## src/common/pph_pkg.sv

```systemverilog
// pph_pkg: constants and types of the parallel i/o handshake block
// assumes a 250 MHz pclk and an apb master with 32-bit data
package pph_pkg;
   // ------------------------------------------------
   // apb register map
   // ------------------------------------------------
   localparam int ADDR_W = 8;
   localparam int DATA_W = 32;
   localparam logic [7:0] ZONE_LO_OFF = 8'h00;
   localparam logic [7:0] ZONE_HI_OFF = 8'h04;
   localparam logic [7:0] POS_VALID_OFF = 8'h08;
   localparam logic [7:0] PUSH_MASK_OFF = 8'h0c;
   localparam logic [7:0] STATUS_OFF = 8'h10;
   localparam logic [7:0] ALARM_OFF = 8'h14;
   localparam logic [15:0] ZONE_LO_RST = 16'h0000;
   localparam logic [15:0] ZONE_HI_RST = 16'hffff;
   localparam logic [15:0] POS_VALID_RST = 16'h0000;
   localparam logic [15:0] PUSH_MASK_RST = 16'h0000;
   // ------------------------------------------------
   // host pin vector
   // ------------------------------------------------
   localparam int PIN_W = 9;
   localparam int PIN_PAUSE = 0;
   localparam int PIN_SERVO = 1;
   localparam int PIN_RST = 2;
   localparam int PIN_START = 3;
   localparam int PIN_EMG = 4;
   localparam int PIN_CMD = 5;
   localparam int CMD_W = 4;
   // pause and emergency lines idle on
   localparam logic [8:0] PIN_IDLE = 9'h011;
   // ------------------------------------------------
   // alarm codes
   // ------------------------------------------------
   localparam logic [11:0] ALM_NONE = 12'h000;
   localparam logic [11:0] ALM_OVERCUR = 12'h0c8;
   localparam logic [11:0] ALM_NODATA = 12'h0b1;
   localparam logic [11:0] ALM_BATT = 12'h0e5;
   // generic fault code, value arbitrary
   localparam logic [11:0] ALM_FAULT = 12'h0a1;
   // ------------------------------------------------
   // timing
   // ------------------------------------------------
   localparam longint unsigned CLK_HZ = 250_000_000;
   localparam longint unsigned SEC_PER_HOUR = 3600;
   localparam longint unsigned BATT_HOURS = 220;
   localparam logic [63:0] BATT_CYCLES =
      64'(BATT_HOURS * SEC_PER_HOUR * CLK_HZ);
   localparam logic [63:0] CNT_ONE = 64'h0000_0000_0000_0001;
   localparam logic [63:0] CNT_ZERO = 64'h0000_0000_0000_0000;
   typedef enum logic [1:0] {
      pph_boot,
      pph_ready,
      pph_home,
      pph_move
   } pph_state_t;
endpackage : pph_pkg

```

## src/design/pph_io_handshake.sv

```systemverilog
// pph_io_handshake: host parallel port handshake of a positioner
// assumes host pins are asynchronous, motion engine on pclk
`timescale 1ns/1ps
// Behaviour
// - alarm, stop, pause lines idle on; battery line idles on in absolute variant only
// - alarm output off while any alarm
// - reset rise clears no-data and fault alarms only
// - reset during pause discards remaining travel
// - zone on while position inside zone
// - home done held after first homing
// - homing precedes move while home not done
// - absolute variant restores home done at boot if reference valid and no battery error
// - position complete drops on start, rises done
// - codes cleared with position complete
// - codes off during stop or teaching
// - on ready show last code if in band
// - push mode keeps codes off on return
// - battery alarm off when battery low
// - long battery alarm sets battery warning status bit
// - incremental variant holds battery alarm off
// - moving on while actuator moves
// - stop status off while stop active
// - servo follows servo on input
// - four bit binary target, start begins move
// - start on empty position raises no-data alarm
// - boot battery error blocks until absolute reset
module pph_io_handshake #(
   parameter logic [63:0] BATT_ERR_CYCLES = pph_pkg::BATT_CYCLES
) (
   // clock and reset
   input wire logic pclk,
   input wire logic presetn,
   // apb slave
   input wire logic psel,
   input wire logic penable,
   input wire logic pwrite,
   input wire logic [pph_pkg::ADDR_W-1:0] paddr,
   input wire logic [pph_pkg::DATA_W-1:0] pwdata,
   input wire logic [3:0] pstrb,
   output logic [pph_pkg::DATA_W-1:0] prdata,
   output logic pready,
   output logic pslverr,
   // host input pins
   input wire logic pause_n_in,
   input wire logic servo_on_in,
   input wire logic reset_in,
   input wire logic start_in,
   input wire logic [pph_pkg::CMD_W-1:0] cmd_pos_in,
   input wire logic emg_stop_n_in,
   // host output pins
   output logic alarm_n,
   output logic zone,
   output logic home_done,
   output logic pos_complete,
   output logic [pph_pkg::CMD_W-1:0] done_pos,
   output logic batt_alarm_n,
   output logic moving,
   output logic emg_stop_n,
   // motion engine status
   input wire logic homing_done,
   input wire logic move_done,
   input wire logic motion_active,
   input wire logic in_band,
   input wire logic [15:0] act_pos,
   input wire logic overcurrent,
   input wire logic fault,
   input wire logic batt_low,
   input wire logic teach_mode,
   input wire logic abs_variant,
   input wire logic abs_ref_valid,
   input wire logic batt_err_boot,
   input wire logic abs_reset_done,
   // motion engine commands
   output logic move_req,
   output logic home_req,
   output logic [pph_pkg::CMD_W-1:0] move_target,
   output logic hold_motion,
   output logic cancel_travel,
   output logic servo_en
);
   import pph_pkg::*;

   // ------------------------------------------------
   // state
   // ------------------------------------------------
   typedef struct packed {
      logic [PIN_W-1:0] s1, s2, s3, f, fp;
      pph_state_t st;
      logic abs_var, home_done, pos_cplt;
      logic [CMD_W-1:0] code, last_pos, target;
      logic last_push, moving, move_req, home_req;
      logic hold, cancel, servo_en, zone;
      logic alarm_n, emg_n, batt_n, blk_prev;
      logic oc_alm, miss_alm, fault_alm;
      logic batt_err, batt_warn;
      logic [63:0] batt_cnt;
      logic [15:0] zone_lo, zone_hi;
      logic [15:0] pos_valid, push_mask;
      logic [11:0] alm_code;
      logic pready, pslverr;
      logic [DATA_W-1:0] prdata;
   } pph_reg_t;

   localparam pph_reg_t Q_RST = '{
      s1: PIN_IDLE,
      s2: PIN_IDLE,
      s3: PIN_IDLE,
      f: PIN_IDLE,
      fp: PIN_IDLE,
      st: pph_boot,
      zone_lo: ZONE_LO_RST,
      zone_hi: ZONE_HI_RST,
      pos_valid: POS_VALID_RST,
      push_mask: PUSH_MASK_RST,
      default: '0
   };

   pph_reg_t q;
   pph_reg_t n;

   // ------------------------------------------------
   // helpers
   // ------------------------------------------------
   function automatic logic filt(input logic a, input logic b,
                                 input logic old);
      filt = (a == b) ? a : old;
   endfunction : filt

   function automatic logic is_mapped(input logic [7:0] a);
      is_mapped = (a == ZONE_LO_OFF) || (a == ZONE_HI_OFF) ||
                  (a == POS_VALID_OFF) || (a == PUSH_MASK_OFF) ||
                  (a == STATUS_OFF) || (a == ALARM_OFF);
   endfunction : is_mapped

   function automatic logic [15:0] wmerge(input logic [15:0] old,
      input logic [31:0] d, input logic [3:0] s);
      wmerge = old;
      if (s[0]) begin
         wmerge[7:0] = d[7:0];
      end
      if (s[1]) begin
         wmerge[15:8] = d[15:8];
      end
   endfunction : wmerge

   logic [PIN_W-1:0] pins;
   logic start_rise;
   logic rst_rise;
   logic emg;
   logic blk;
   logic alm;
   logic op_ok;
   logic ret;
   logic acc;
   logic [CMD_W-1:0] sel;
   logic [CMD_W-1:0] ret_code;
   logic [15:0] stat;

   assign pins = {cmd_pos_in, emg_stop_n_in, start_in, reset_in,
                  servo_on_in, pause_n_in};
   assign start_rise = q.f[PIN_START] && !q.fp[PIN_START];
   assign rst_rise = q.f[PIN_RST] && !q.fp[PIN_RST];
   assign emg = !q.f[PIN_EMG];
   assign blk = emg || teach_mode;
   assign alm = q.oc_alm || q.batt_err || q.fault_alm || q.miss_alm;
   assign op_ok = q.f[PIN_SERVO] && !alm && !blk;
   assign ret = q.blk_prev && !blk && (q.st == pph_ready);
   assign acc = psel && penable;
   assign sel = q.f[PIN_CMD +: CMD_W];
   assign ret_code = (in_band && !q.last_push) ? q.last_pos : 4'h0;
   assign stat = {q.last_pos, 3'b000, q.batt_warn, q.batt_err,
                  q.oc_alm, q.fault_alm, q.miss_alm, q.moving,
                  q.pos_cplt, q.home_done, alm};

   // ------------------------------------------------
   // next state
   // ------------------------------------------------
   always_comb begin
      n = q;
      n.s1 = pins;
      n.s2 = q.s1;
      n.s3 = q.s2;
      for (int i = 0; i < PIN_W; i++) begin
         n.f[i] = filt(q.s2[i], q.s3[i], q.f[i]);
      end
      n.fp = q.f;
      n.move_req = 1'b0;
      n.home_req = 1'b0;
      n.cancel = 1'b0;
      n.blk_prev = blk;

      if (rst_rise) begin
         n.miss_alm = 1'b0;
         n.fault_alm = 1'b0;
      end
      if (fault) begin
         n.fault_alm = 1'b1;
      end
      if (overcurrent) begin
         n.oc_alm = 1'b1;
      end
      if (abs_reset_done && q.abs_var) begin
         n.batt_err = 1'b0;
         n.home_done = 1'b1;
      end

      case (q.st)
         pph_boot: begin
            n.abs_var = abs_variant;
            n.home_done = abs_variant && abs_ref_valid &&
                          !batt_err_boot;
            n.batt_err = abs_variant && batt_err_boot;
            n.pos_cplt = 1'b1;
            n.code = 4'h0;
            n.st = pph_ready;
         end
         pph_ready: begin
            if (rst_rise && !q.pos_cplt && !blk) begin
               n.pos_cplt = 1'b1;
               n.code = 4'h0;
            end
            if (start_rise && op_ok) begin
               if (!q.pos_valid[sel]) begin
                  n.miss_alm = 1'b1;
               end else begin
                  n.target = sel;
                  n.pos_cplt = 1'b0;
                  if (q.home_done) begin
                     n.move_req = 1'b1;
                     n.st = pph_move;
                  end else begin
                     n.home_req = 1'b1;
                     n.st = pph_home;
                  end
               end
            end
         end
         pph_home: begin
            if (blk || alm || !q.f[PIN_SERVO]) begin
               n.st = pph_ready;
            end else if (homing_done) begin
               n.home_done = 1'b1;
               n.move_req = 1'b1;
               n.st = pph_move;
            end
         end
         pph_move: begin
            if (blk || alm || !q.f[PIN_SERVO]) begin
               n.st = pph_ready;
            end else if (!q.f[PIN_PAUSE] && rst_rise) begin
               n.cancel = 1'b1;
               n.pos_cplt = 1'b1;
               n.code = 4'h0;
               n.st = pph_ready;
            end else if (move_done) begin
               n.pos_cplt = 1'b1;
               n.code = q.target;
               n.last_pos = q.target;
               n.last_push = q.push_mask[q.target];
               n.st = pph_ready;
            end
         end
         default: begin
            n.st = pph_ready;
         end
      endcase

      // last code if still in band
      if (ret) begin
         n.pos_cplt = 1'b1;
         n.code = ret_code;
      end
      if (blk) begin
         n.code = 4'h0;
      end
      if (!n.pos_cplt) begin
         n.code = 4'h0;
      end

      // alarm line off on any alarm
      n.alarm_n = !(n.oc_alm || n.batt_err || n.fault_alm ||
                    n.miss_alm);
      if (n.oc_alm) begin
         n.alm_code = ALM_OVERCUR;
      end else if (n.batt_err) begin
         n.alm_code = ALM_BATT;
      end else if (n.fault_alm) begin
         n.alm_code = ALM_FAULT;
      end else if (n.miss_alm) begin
         n.alm_code = ALM_NODATA;
      end else begin
         n.alm_code = ALM_NONE;
      end

      n.batt_n = q.abs_var && !batt_low;
      if (q.abs_var && batt_low) begin
         if (q.batt_cnt >= BATT_ERR_CYCLES) begin
            n.batt_warn = 1'b1;
         end else begin
            n.batt_cnt = q.batt_cnt + CNT_ONE;
         end
      end else begin
         n.batt_cnt = CNT_ZERO;
         n.batt_warn = 1'b0;
      end

      n.zone = (act_pos >= q.zone_lo) && (act_pos <= q.zone_hi);
      n.moving = motion_active;
      n.emg_n = !emg;
      n.hold = !q.f[PIN_PAUSE];
      n.servo_en = q.f[PIN_SERVO];

      // apb slave, one wait state
      n.pready = acc && !q.pready;
      n.pslverr = 1'b0;
      if (acc && !q.pready) begin
         n.pslverr = !is_mapped(paddr);
         case (paddr)
            ZONE_LO_OFF: begin
               n.prdata = {16'h0000, q.zone_lo};
            end
            ZONE_HI_OFF: begin
               n.prdata = {16'h0000, q.zone_hi};
            end
            POS_VALID_OFF: begin
               n.prdata = {16'h0000, q.pos_valid};
            end
            PUSH_MASK_OFF: begin
               n.prdata = {16'h0000, q.push_mask};
            end
            STATUS_OFF: begin
               n.prdata = {16'h0000, stat};
            end
            ALARM_OFF: begin
               n.prdata = {20'h0_0000, q.alm_code};
            end
            default: begin
               n.prdata = 32'h0000_0000;
            end
         endcase
      end
      if (acc && q.pready && pwrite && is_mapped(paddr)) begin
         case (paddr)
            ZONE_LO_OFF: begin
               n.zone_lo = wmerge(q.zone_lo, pwdata, pstrb);
            end
            ZONE_HI_OFF: begin
               n.zone_hi = wmerge(q.zone_hi, pwdata, pstrb);
            end
            POS_VALID_OFF: begin
               n.pos_valid = wmerge(q.pos_valid, pwdata, pstrb);
            end
            PUSH_MASK_OFF: begin
               n.push_mask = wmerge(q.push_mask, pwdata, pstrb);
            end
            default: begin
               n.prdata = q.prdata;
            end
         endcase
      end
   end

   always_ff @(posedge pclk or negedge presetn) begin
      if (!presetn) begin
         q <= Q_RST;
      end else begin
         q <= n;
      end
   end

   // ------------------------------------------------
   // outputs
   // ------------------------------------------------
   assign prdata = q.prdata;
   assign pready = q.pready;
   assign pslverr = q.pslverr;
   assign alarm_n = q.alarm_n;
   assign zone = q.zone;
   assign home_done = q.home_done;
   assign pos_complete = q.pos_cplt;
   assign done_pos = q.code;
   assign batt_alarm_n = q.batt_n;
   assign moving = q.moving;
   assign emg_stop_n = q.emg_n;
   assign move_req = q.move_req;
   assign home_req = q.home_req;
   assign move_target = q.target;
   assign hold_motion = q.hold;
   assign cancel_travel = q.cancel;
   assign servo_en = q.servo_en;
endmodule : pph_io_handshake

```

## config.mk

```make
export PLATFORM = sky130hd
export DESIGN_NAME = pph_io_handshake
export DESIGN_NICKNAME = d
export VERILOG_FILES = /design/src/common/pph_pkg.sv /design/src/design/pph_io_handshake.sv
export SDC_FILE = /design/constraint.sdc
export NUM_CORES = 1
export LEC_CHECK = 0
export BUFFER_PORTS_ARGS = -buffer_cell sky130_fd_sc_hd__buf_2
export CORE_MARGIN = 10
export CORE_UTILIZATION = 40
export DETAILED_ROUTE_END_ITERATION = 10
export SLEW_MARGIN = 20
export SYNTH_ARGS = -nofsm -noshare
export SYNTH_HDL_FRONTEND = slang
export SYNTH_SLANG_ARGS = --single-unit
```

## constraint.sdc

```tcl
create_clock -name pclk -period 5.5 [get_ports pclk]
set_input_delay 0.275 -clock pclk [delete_from_list [all_inputs] [get_ports pclk]]
set_output_delay 0.275 -clock pclk [all_outputs]
set_load 0.005 [all_outputs]
```

==> impl_metrics.py, run 1 <==
metrics = {
    "finish": {
        "fin_area_mm2": 0.01281,
        "nets": 1213,
        "diodes": 0,
        "final_cell_mix": "199 x dfrtp_1, 104 x buf_2, 67 x mux2_1, 58 x a21oi_1, 57 x inv_1",
        "final_core_util_pct": 47.14,
        "drive_gt1_share_pct": 19.53,
        "area_growth_syn_to_layout_pct": 15.15,
        "layout_commonest_cell": "dfrtp_1",
    },
    "synthesis": {
        "synthTopCellsByArea": "dfrtp_1 45%, mux2_1 6.8%, dfstp_2 5.7%",
        "synth_top_area_cell": "dfrtp_1",
        "ys_types": 64,
        "synth_edf_count": 0,
        "synth_top_area_share_pct": 44.76,
        "avgSynthCellArea_um2": 11.06,
        "synth-seq-cells": 223,
        "synthCells": 1006,
        "yosysSeqAreaShare_pct": 50.43,
        "synth_flop_cell": "dfrtp_1",
        "synth_area_mm2": 0.01112,
        "async_flop_share_pct": 100.0,
        "ys.warnings.count": 0,
    },
    "critical_path": {
        "end_kind": "flip-flop",
        "critPathSlowestCell": "and4_1",
        "crit_chain": "and4_1 -> and4_1 -> and2_1 -> nand3_1 -> or4_1 -> a21oi_1",
        "crit_fanout": 16,
        "crit_arrival_ps": 3260,
        "critical_path.most_common_cell": "and4_1",
        "cp_slowest_stage_delay_ps": 610,
        "crit_required_ps": 5920,
        "cp_top_family": "simple AND/OR/NAND/NOR gates",
        "cp_num_buf_inv": 0,
        "crit_type": "flip-flop to flip-flop",
        "critical_path.startpoint_type": "flip-flop",
    },
    "sta": {
        "setup_violations": 0,
        "grt_setup_unrepaired": "no",
        "fin_crit_ps": 2841,
        "max_freq_mhz": 352.0,
        "fin_crit_sh_pct": 51.66,
        "setup_slack_ps": 2659,
        "worst_pin_slew_ps": 941.3,
        "setup_tns_ps": 0,
        "fin_skew_ps": 21.00,
        "slew_headroom_pct": 37.25,
        "final_max_slew_viol_count": 0,
        "final_hold_viol_count": 0,
    },
    "route": {
        "first_pass_iters": 5,
        "drc": 0,
        "viasPerCell": 5.397,
        "drtIter0Drc": 522,
        "routedWlPerCell_um": 18.12,
        "vias": 7977,
        "drtAntennaViolNets": 0,
        "totalWireLength_mm": 26.77,
    },
    "power": {
        "p_leak_uw": 0.005734,
        "power_density_mw_per_mm2": 290.4,
        "peakVddDrop_v": 0.0002106,
        "power.total_uw": 3720,
    },
    "status": {
        "status": "finished, final reports clean",
    },
    "placed_design": {
        "portBuffers": 105,
        "place_ws_ps": 2702,
        "gp_congestion": 0.7960,
        "dpl.hpwl_mm": 18.75,
        "dpl-instance-area_mm2": 0.01175,
    },
    "clock_network": {
        "clk_pin_slew_worst_paths_ps": 60,
        "clk_latency_ps": 540,
        "clock_sinks": 223,
        "post_cts_buffers": 0,
        "htree_levels": 1,
        "tritoncts": "built",
        "clockRootBuffer": "clkbuf_16",
        "cts_buffers": 25,
        "clockBufferDepth": 3,
    },
    "floorplan": {
        "die_area_mm2": 0.03488,
        "die_w_um": 186.8,
        "rows": 60,
        "fp.dieH_um": 186.8,
        "core_area_mm2": 0.02718,
        "ios": 140,
        "initial_core_util_pct": 40.93,
    },
    "global_routing": {
        "grt_max_degree": 121,
        "grt_pass1_vias": 8091,
        "gr-total-overflow": 0,
        "grt.total_usage_pct": 15.08,
        "antenna_found_initial": 0,
        "grt_pass1_wl_mm": 44.12,
    },
    "min_path": {
        "holdCritPathClass": "primary input to flip-flop",
    },
    "job": {
        "maxCapViolCount": 0,
    },
}
cell families (layout without fill, tap and decap cells):
group	count (synthesis)	after routing	share of synthesized area, %
AOI/OAI and AO/OA	193	193	10.74
xor gates and xnor gates	1	1	0.07875
adders and majority gates	48	48	5.196
buffers and inverters	145	230	6.287
DFF	223	223	50.43
muxes	111	111	12.96
other	1	16	0.03371
and+or+nand+nor	284	284	14.27
routing by layer:
layer  part of all wire, %  GRT usage [%]
met5                     0              0
met4                   1.8          3.195
met3                   5.0          2.868
met2                    48          24.81
met1                    45          20.23
state kept, by name, summed over array words and instances, names as in the netlist, 4 cells and up:
name / cells
done_pos: 4
move_target: 4
n: 27
prdata: 16
q: 159
cell type report:
type	count	area [um2]
repair buffers	125	725.7
flip-flops and latches	223	5610
well taps	372	465.4
fillers	2554	14370
clock inverters	8	157.7
inverters	60	225.2
multi-input cells	653	4885
clock buffers	37	740.7
cells in the mapped netlist, drive strengths merged, types with 34 or more instances:
library cell and instances:
or3 34, mux2 74, dfrtp 199, nand3 38
a21oi 58, ha 39, o21ai 59, nand2 55
inv 60, buf 47, clkbuf 38
what timing repair did:
item / CTS / global route
hold buffers: 16 / 0
endpoints found under the hold margin: 118 / 0
resized for setup: 0 / 0
final timing paths:
| path | start | to | slack (ps) | cells after the start |
|---|---|---|---|---|
| setup / recovery | q[112] | q[150] | 2660 | 6 |
| hold / removal | pwdata[15] | q[77] | 6 | 2 |
| setup reg to reg | q[112] | q[150] | 2660 | 6 |
| hold reg to reg | n[237] | n[228] | 350 | 0 |
| max in group asynchronous | presetn | q[51] | 3730 | 3 |
| min in group asynchronous | presetn | q[97] | 430 | 2 |
stage by stage:
stage / hold WS [ps] / std cells
6_report: 5.561 / 1478
5_1_grt: 13.14 / 1478
2_1_floorplan: -20.59 / 1021
3_5_place_dp: 337.0 / 1417
3_3_place_gp: 335.1 / 1417
4_1_cts: 0.5888 / 1478
where the power goes:
group	switching [uW]	internal (uW)
combinational	125	77.6
clock	687	1120
sequential	33.2	1680
total	846	2870
(Power assumes the default switching activity.)
==> run 2: changes to the inputs <==
==> constraint.sdc (replaced) <==
create_clock -name pclk -period 2.6 [get_ports pclk]
set_input_delay 0.13 -clock pclk [delete_from_list [all_inputs] [get_ports pclk]]
set_output_delay 0.13 -clock pclk [all_outputs]
set_load 0.005 [all_outputs]
==> run 2 against run 1 <==
  * Via count increased by 2.4%
  * Total power increased by 98%
  * Global-route usage increased by 0.53 points
==> impl_metrics.py, run 2 (synthesis gave the netlist of run 1 again) <==
metrics = {
    "power": {
        "switching_power_uw": 1744,
        "swShare_pct": 23.63,
        "p_leak_uw": 0.005942,
        "clock_power_share_pct": 44.4,
        "pwr-share-comb_pct": 6.7,
        "peakVddDrop_v": 0.0006088,
        "power_density_mw_per_mm2": 559.9,
        "internal_power_uw": 5635,
        "power_frac_seq_pct": 48.8,
    },
    "finish": {
        "layout_commonest_cell": "dfrtp_1",
        "final_cell_mix": "199 x dfrtp_1, 104 x buf_2, 67 x mux2_1, 58 x a21oi_1, 57 x inv_1",
        "nets": 1268,
        "drive_gt1_share_pct": 21.34,
        "largest_reg_flops": 159,
        "nFillCells": 2507,
        "diodes": 0,
        "largest_register": "q",
        "area_growth_syn_to_layout_pct": 18.47,
    },
    "clock_network": {
        "clockRootBuffer": "clkbuf_16",
        "clock_sinks": 223,
        "clockBufferDepth": 3,
        "tritoncts": "built",
        "clk_pin_slew_worst_paths_ps": 60,
        "cts_buffers": 25,
        "clk_latency_ps": 530,
        "htree_levels": 1,
    },
    "global_routing": {
        "gr-total-overflow": 0,
        "antenna_found_initial": 0,
        "grt_pass1_vias": 8462,
        "grt_pass1_wl_mm": 45.45,
        "grt_max_degree": 71,
        "grt.total_usage_pct": 15.61,
    },
    "sta": {
        "setup_violations": 0,
        "final_hold_viol_count": 0,
        "slew_headroom_pct": 54.29,
        "fin_crit_ps": 2477,
        "setup_tns_ps": 0,
        "fin_skew_ps": 13.44,
        "worst_pin_slew_ps": 683.1,
        "max_freq_mhz": 403.7,
        "hold_ws_ps": 59.36,
        "grt_setup_unrepaired": "no",
        "fin_crit_sh_pct": 95.27,
        "final_max_slew_viol_count": 0,
    },
    "min_path": {
        "worstHoldStart": "act_pos[15]",
        "holdCritPathClass": "primary input to flip-flop",
        "whs_path_depth": 5,
    },
    "critical_path": {
        "crit_arrival_ps": 2890,
        "crit_fanout": 6,
        "critPathLaunch": "n[213]",
        "crit_required_ps": 3020,
        "r2r_start": "n[213]",
        "critical_path.startpoint_type": "flip-flop",
        "crit_type": "flip-flop to flip-flop",
        "worstRegToRegCells": 5,
        "end_kind": "flip-flop",
    },
    "floorplan": {
        "core_area_mm2": 0.02718,
        "die_w_um": 186.8,
        "die_area_mm2": 0.03488,
        "initial_core_util_pct": 40.93,
        "ios": 140,
        "fp.dieH_um": 186.8,
        "rows": 60,
    },
    "placed_design": {
        "dpl.hpwl_mm": 20.13,
        "portBuffers": 105,
        "gp_congestion": 0.8173,
    },
    "route": {
        "viasPerCell": 5.325,
        "drc": 0,
        "first_pass_iters": 5,
        "drtIter0Drc": 477,
        "vias": 8169,
        "drtAntennaViolNets": 0,
        "totalWireLength_mm": 27.44,
        "routedWlPerCell_um": 17.89,
    },
    "status": {
        "status": "finished, final reports clean",
    },
    "job": {
        "maxCapViolCount": 0,
    },
}
## run 2: cell types whose count changed in the layout (fill, tap and decap cells not counted), sizes merged
cell         previous run  this run
clkinv                  2         4
clkbuf                 37        40
buf                   109       147
bufinv                  4         0
dlygate4sd3            16        33
## run 2: path summary, 6_finish.rpt
path | end | slack [ps]
worst max-delay path | move_target[3] | 120
worst min-delay path | zone | 60
worst max register to register | move_target[3] | 120
worst min register to register | n[232] | 350
max in group asynchronous | n[181] | 1500
min in group asynchronous | q[94] | 160
## run 2: layout make-up
type                            instances  area, um2  area share, %
Sequential cell                       223       5610          42.57
Multi-Input combinational cell        653       4887          37.08
Clock inverter                          6      47.55         0.3608
Timing Repair Buffer                  180       1231          9.342
Tap cell                              372      465.4          3.532
Clock buffer                           40      711.9          5.402
Inverter                               60      225.2          1.709
## run 2: worst max-delay path: stages, from the launching register on
cell and delay, ps:
dfrtp_1 510, mux4_2 560, mux4_2 510, and4b_4 250
nand2_1 180, mux2_1 340
## run 2: power groups by stage
| stage | Clock [uW] | Combinational (uW) | Sequential (uW) |
|---|---|---|---|
| 2_1_floorplan | 0 | 240 | 3640 |
| 3_3_place_gp | 0 | 454 | 3660 |
| 3_5_place_dp | 0 | 459 | 3660 |
| 4_1_cts | 3380 | 508 | 3600 |
| 5_1_grt | 3510 | 561 | 3610 |
| 6_report | 3280 | 498 | 3600 |
## run 2: timing repair
item	4_1_cts	5_1_grt
endpoints found under the setup margin	0	3
setup buffers	0	0
hold buffers	33	0
gates resized for setup	0	1
hold endpoints to repair	155	0
## run 2: per-stage QoR
stage	utilization (%)	power [uW]	instances	area (um2)	setup WS [ps]
2_1_floorplan	-	3882	1021	11180	322.2
3_3_place_gp	44.47	4117	1455	12080	126.7
3_5_place_dp	44.47	4123	1455	12080	99.74
4_1_cts	48.48	7486	1534	13170	103.7
5_1_grt	48.49	7682	1534	13180	1.216
6_report	48.49	7378	1534	13180	122.9
## run 2: layer usage
metal  GRT usage, %  share of wire, %  vias up
li1               -                 -     3924
met1          20.75                45     4015
met2          25.63                48      187
met3          3.017               5.0       43
met4          3.846               1.8        0
met5              0                 0        -
